==> src/hdl/bcr_pkg.sv <==
// Constants, carrier types and state layout of the bridge configuration header bank
// How it works
// - Programming-interface byte reads 00h, or 01h while legacy subtractive decode is set.
// - Sub-class byte, bits 23:16, is read-only and returns 04h.
// - Base class byte, bits 31:24, is read-only and returns 06h.
// - Line size bits 1:0 and 7:6 read zero and ignore writes.
// - Line size bits 5:2 are writable, reset to zero, select 0 to 60 dwords in steps of 4.
// - Upstream latency timer, bits 15:8, is read-only and returns 00h.
// - Header layout reads 01h: bridge layout, single function.
// - Upstream, downstream and highest bus numbers are writable bytes resetting to 00h.
// - Downstream latency timer, bits 31:24, is writable and resets to 40h.
// - I/O base and limit capability fields read 01 for 32-bit I/O.
// - I/O base bits 7:4 writable, reset zero; bits 3:2 read zero.
// - I/O limit bits 15:12 writable, reset zero; bits 11:10 read zero.
package bcr_pkg;

   // Byte addresses of the decoded words and of the two reserved words
   localparam logic [7:0] OFS_CLASS    = 8'h08;
   localparam logic [7:0] OFS_LINE     = 8'h0c;
   localparam logic [7:0] OFS_RSVD0    = 8'h10;
   localparam logic [7:0] OFS_RSVD1    = 8'h14;
   localparam logic [7:0] OFS_BUS      = 8'h18;
   localparam logic [7:0] OFS_IO       = 8'h1c;

   // Fixed field values
   localparam logic [7:0] PROGIF_PLAIN = 8'h00;
   localparam logic [7:0] PROGIF_SUBTR = 8'h01;
   localparam logic [7:0] SUBCLASS_VAL = 8'h04;
   localparam logic [7:0] BASECLASS_VAL = 8'h06;
   localparam logic [7:0] PRI_LAT_VAL  = 8'h00;
   localparam logic [7:0] HDR_VAL      = 8'h01;
   localparam logic [7:0] SELFTEST_VAL = 8'h00;
   localparam logic [1:0] IO_CAP_VAL   = 2'h1;

   // Reset values of writable fields
   localparam logic [3:0] LINE_RST     = 4'h0;
   localparam logic [7:0] BUS_RST      = 8'h00;
   localparam logic [7:0] SEC_LAT_RST  = 8'h40;
   localparam logic [3:0] IO_BASE_RST  = 4'h0;
   localparam logic [3:0] IO_LIM_RST   = 4'h0;

   // Field positions inside their words
   localparam int LINE_LSB     = 2;
   localparam int IO_BASE_LSB  = 4;
   localparam int IO_LIM_LSB   = 12;

   // Routing fields handed to the rest of the bridge
   typedef struct packed {
      logic [3:0] line_size;
      logic [7:0] upstream_bus_num;
      logic [7:0] downstream_bus_num;
      logic [7:0] highest_bus_num;
      logic [7:0] downstream_latency_timer;
      logic [3:0] io_window_base;
      logic [3:0] io_window_limit;
   } bcr_route_t;

   // Whole state of the bank
   typedef struct packed {
      bcr_route_t  route;
      logic [31:0] rdata;
   } bcr_state_t;

endpackage : bcr_pkg

==> src/hdl/bcr_regs.sv <==
// Bridge configuration header bank, offsets 08h to 1Ch
//
// The strobed register port is this design's own decision.
`timescale 1ns/1ps
`default_nettype none
module bcr_regs #(
   parameter int         ADDR_W   = 8,
   parameter logic [7:0] REVISION = 8'h5a   // Arbitrary value
) (
   // Clock, reset, enable
   input  wire logic                ref_clk,
   input  wire logic                rstn,
   input  wire logic                clk_en,
   // Register port
   input  wire logic [ADDR_W-1:0]   addr,
   input  wire logic [31:0]         wdata,
   input  wire logic [3:0]          byte_en,
   input  wire logic                wr_stb,
   input  wire logic                rd_stb,
   output logic      [31:0]         rdata,
   // Legacy subtractive-decode bit, held in another register
   input  wire logic                legacy_subtractive,
   // Routing fields
   output bcr_pkg::bcr_route_t      route
);
   import bcr_pkg::*;

   if (ADDR_W < 8) begin : g_addr_check
      $error("bcr_regs: ADDR_W must be at least 8");
   end

   bcr_state_t state_q;
   bcr_state_t state_d;

   // Word hit: upper address bits must be zero, low two bits are ignored
   function automatic logic hit(input logic [ADDR_W-1:0] a, input logic [7:0] ofs);
      hit = ({a[ADDR_W-1:2], 2'b00} == ADDR_W'(ofs));
   endfunction : hit

   // Byte-lane merge of a whole 8-bit lane
   function automatic logic [7:0] lane(input logic [7:0] old, input logic [7:0] nw,
                                        input logic en);
      lane = en ? nw : old;
   endfunction : lane

   logic [7:0] progif;
   assign progif = legacy_subtractive ? PROGIF_SUBTR : PROGIF_PLAIN;

   always_comb begin
      state_d       = state_q;
      state_d.rdata = 32'h0000_0000;
      if (wr_stb) begin
         // Only the listed writable bits are stored; writes leave every other bit unchanged
         if (hit(addr, OFS_LINE)) begin
            if (byte_en[0]) begin
               state_d.route.line_size = wdata[LINE_LSB +: 4];
            end
         end else if (hit(addr, OFS_BUS)) begin
            state_d.route.upstream_bus_num =
               lane(state_q.route.upstream_bus_num, wdata[7:0], byte_en[0]);
            state_d.route.downstream_bus_num =
               lane(state_q.route.downstream_bus_num, wdata[15:8], byte_en[1]);
            state_d.route.highest_bus_num =
               lane(state_q.route.highest_bus_num, wdata[23:16], byte_en[2]);
            state_d.route.downstream_latency_timer =
               lane(state_q.route.downstream_latency_timer, wdata[31:24], byte_en[3]);
         end else if (hit(addr, OFS_IO)) begin
            if (byte_en[0]) begin
               state_d.route.io_window_base = wdata[IO_BASE_LSB +: 4];
            end
            if (byte_en[1]) begin
               state_d.route.io_window_limit = wdata[IO_LIM_LSB +: 4];
            end
         end
      end
      if (rd_stb) begin
         // Unmapped words, reserved words among them, read as zero
         if (hit(addr, OFS_CLASS)) begin
            state_d.rdata = {BASECLASS_VAL, SUBCLASS_VAL, progif, REVISION};
         end else if (hit(addr, OFS_LINE)) begin
            state_d.rdata = {SELFTEST_VAL, HDR_VAL, PRI_LAT_VAL,
                             2'b00, state_q.route.line_size, 2'b00};
         end else if (hit(addr, OFS_BUS)) begin
            state_d.rdata = {state_q.route.downstream_latency_timer,
                             state_q.route.highest_bus_num,
                             state_q.route.downstream_bus_num,
                             state_q.route.upstream_bus_num};
         end else if (hit(addr, OFS_IO)) begin
            // Upper half belongs to the secondary status word, kept elsewhere
            state_d.rdata = {16'h0000,
                             state_q.route.io_window_limit, 2'b00, IO_CAP_VAL,
                             state_q.route.io_window_base, 2'b00, IO_CAP_VAL};
         end
      end
   end

   always_ff @(posedge ref_clk or negedge rstn) begin
      if (!rstn) begin
         state_q.route.line_size                <= LINE_RST;
         state_q.route.upstream_bus_num         <= BUS_RST;
         state_q.route.downstream_bus_num       <= BUS_RST;
         state_q.route.highest_bus_num          <= BUS_RST;
         state_q.route.downstream_latency_timer <= SEC_LAT_RST;
         state_q.route.io_window_base           <= IO_BASE_RST;
         state_q.route.io_window_limit          <= IO_LIM_RST;
         state_q.rdata                          <= 32'h0000_0000;
      end else if (clk_en) begin
         state_q <= state_d;
      end
   end

   assign rdata = state_q.rdata;
   assign route = state_q.route;

   // Per-lane write strokes seen by the checks
   logic [3:0] lane_wr;
   for (genvar g = 0; g < 4; g++) begin : g_lane
      assign lane_wr[g] = clk_en && wr_stb && byte_en[g];
   end

   // Any decoded word of this bank
   function automatic logic mapped(input logic [ADDR_W-1:0] a);
      mapped = hit(a, OFS_CLASS) || hit(a, OFS_LINE) || hit(a, OFS_BUS) || hit(a, OFS_IO);
   endfunction : mapped
endmodule : bcr_regs
`default_nettype wire

==> config.mk <==
export PLATFORM = sky130hd
export DESIGN_NAME = bcr_regs
export DESIGN_NICKNAME = d
export VERILOG_FILES = /design/src/hdl/bcr_pkg.sv /design/src/hdl/bcr_regs.sv
export SDC_FILE = /design/constraint.sdc
export NUM_CORES = 1
export LEC_CHECK = 0
export CAP_MARGIN = 20
export CORE_MARGIN = 2
export CORE_UTILIZATION = 45
export DETAILED_ROUTE_END_ITERATION = 12
export DONT_BUFFER_PORTS = 1
export HOLD_SLACK_MARGIN = 0.15
export PLACE_DENSITY = 0.66
export SLEW_MARGIN = 20
export SYNTH_ARGS = -nofsm -noshare
export SYNTH_HDL_FRONTEND = slang
export SYNTH_SLANG_ARGS = --single-unit
export TNS_END_PERCENT = 20
==> constraint.sdc <==
create_clock -name ref_clk -period 1.3 [get_ports ref_clk]
set_clock_uncertainty 0.1 [all_clocks]
set_input_delay 0.065 -clock ref_clk [delete_from_list [all_inputs] [get_ports ref_clk]]
set_output_delay 0.065 -clock ref_clk [all_outputs]
set_load 0.01 [all_outputs]
==> impl_metrics.ini <==
[timing]
layout_setup_ws_ns = 0.0349
min_period_over_period_pct = 97.3
tightest_slew_ns = 0.528
maxSlewViolCount = 0
hold_viol = 91
hold_ws_ns = -0.682
max_slew_margin_pct = 64.8
fmax_mhz = 790
setup_tns_ns = 0
rsz0062_at_grt = no
setup_viol = 0
finalCriticalPeriod_ns = 1.27

[routing]
dr_total_vias = 2021
drt_iter0_drc = 66
wl_per_cell_um = 20.6
drtPass1Iterations = 4
ant_nets = 0
vias_per_cell = 5.77
drc_errors = 0
wl_um = 7220

[cells_and_area]
fin_util_pct = 56.8
fin_cells = 350
multi_input_area_mm2 = 0.00113
fillers = 558
seq_area_mm2 = 0.00190
syn_to_final_growth_pct = 23.3
n_antenna_cell = 0
final_nets = 316
stdcell_area_mm2 = 0.00384
layout-drive-gt1-share_pct = 28.5

[floorplanning]
dieArea_mm2 = 0.00760
initial_utilization_pct = 46.1
rows = 30
die_width_um = 87.2
die_y_um = 87.2
coreArea_mm2 = 0.00676
io_pins = 126

[grt]
grt_pass1_vias = 2214
grt_max_degree = 77
overflow = 0
antenna_found_initial = 0
grt_pass1_wl_um = 11500
track_usage_pct = 19.9

[clocking]
cts_tree = yes
clk_path_buf_depth = 2
clock-sinks = 76
cts_buffers = 9
clkTransAtPathRegs_ns = 0.08
clk_latency_ns = 0.34
cts_setup_buffers = 0
holdBufCountCts = 39
post_cts_resized = 0
cts-root-buf = clkbuf_8
htree_levels = 3

[pwr]
power_mw = 4.66
p_per_area_mw_per_mm2 = 1210
vdd_drop_max_mv = 0.777
power.leakage_nw = 1.83

[status]
outcome = finished, violations left
violations = negative hold slack

[worst_setup_path]
endpoint_kind = flop
cp-start-kind = primary input
critPathKind = primary input to flop
cp.required_ns = 1.42
crit_fanout = 4
arrival_ns = 1.39

[placement]
placed_area_mm2 = 0.00325
place.gp.congestion = 0.747
numPortBuffers = 0
placed_cells = 296
dp_slack_ns = -0.0756
dp_hpwl_um = 4630

[synth]
ys_types = 33
synth_fp_nets = 267
async_reset_ff_share_pct = 100
syn_area_per_cell_um2 = 14.4
yosysWarningCount = 0
ys_seq_elements = 76
synth_edf_count = 0
synth_flop_cell = dfrtp_1
syn_area_mm2 = 0.00312
seq_area_frac_synth_pct = 61.1
netlist_instances = 217

[min_path]
hold_path_class = primary input to asynchronous set/reset pin

[job]
maxCapViolCount = 0
## per-layer routing
metal  track usage [%]  up-vias  wire [um]
li1                  -      888          -
met1              25.3     1030       3090
met2              32.0       94       3420
met3              6.45        9        636
met4              6.99        0         81
met5                 0        -          0
## path summary, 6_finish.rpt
kind                                  startpoint               endpoint  slack, ns  depth (start not counted)
max in group asynchronous                   rstn  route[14]$_DFFE_PN1P_       1.60                          0
min in group ref_clk                      clk_en   rdata[5]$_DFFE_PN0P_      -0.29                          1
hold reg to reg            rdata[13]$_DFFE_PN0P_  rdata[13]$_DFFE_PN0P_       0.46                          1
hold / removal                              rstn  route[24]$_DFFE_PN0P_      -0.68                          0
setup / recovery                      byte_en[0]   route[5]$_DFFE_PN0P_       0.03                          5
setup reg to reg           route[42]$_DFFE_PN0P_   rdata[4]$_DFFE_PN0P_       0.21                          3
## synth_stat cells, types with 2 or more instances
master / instances / area (um2)
a22o_1: 16 / 140
and2_1: 4 / 25.0
buf_1: 2 / 7.51
clkbuf_1: 5 / 18.8
dfrtp_1: 75 / 1880
inv_1: 8 / 30.0
mux2_2: 44 / 495
mux2i_1: 6 / 60.1
nand2_1: 2 / 7.51
nand2b_1: 2 / 12.5
nand3_2: 4 / 40.0
nand4_1: 4 / 25.0
nor2_1: 3 / 11.3
nor2b_1: 8 / 50.1
o2bb2ai_1: 10 / 87.6
o32ai_1: 7 / 61.3
## area by class of cell
type	instances	area share, %
clock buffer	9	3.23
clock inverter	6	2.09
inverter	9	0.880
multi-input combinational	122	29.4
sequential	76	49.6
tap	80	2.61
timing repair buffer	48	12.3
## worst max-delay path, cell delays in order
cell and delay [ns]:
dlygate4sd3_1 0.59, and2_1 0.17, nand4_1 0.08, buf_4 0.15
mux2_2 0.33
## flip-flops by register name (all words and copies together) (netlist names)
register	count
rdata	32
route	44
## kinds of logic after synthesis
logic type / Yosys count / synth area share (%)
mux: 50 / 17.8
simple gates: 33 / 7.87
buf+inv: 19 / 2.69
flops: 76 / 61.1
compound gates: 39 / 10.5
## placed cells by master, fill, tap and decap left out, types with 6 or more instances in the layout
cell type | netlist | routed
dfrtp_1 | 75 | 75
mux2_2 | 44 | 44
dlygate4sd3_1 | 0 | 39
a22o_1 | 16 | 16
o2bb2ai_1 | 10 | 10
clkbuf_8 | 0 | 9
nor2b_1 | 8 | 8
inv_1 | 8 | 8
buf_4 | 1 | 8
o32ai_1 | 7 | 7
mux2i_1 | 6 | 6
## power breakdown
group / internal (mW) / leakage, nW / total (mW) / switching [mW]
clock: 1.06 / 0.109 / 1.87 / 0.815
combinational: 0.168 / 0.667 / 0.254 / 0.0865
sequential: 2.43 / 1.05 / 2.53 / 0.0971
total: 3.66 / 1.83 / 4.66 / 0.998
Note: power is estimated with default switching activity, not from simulation.
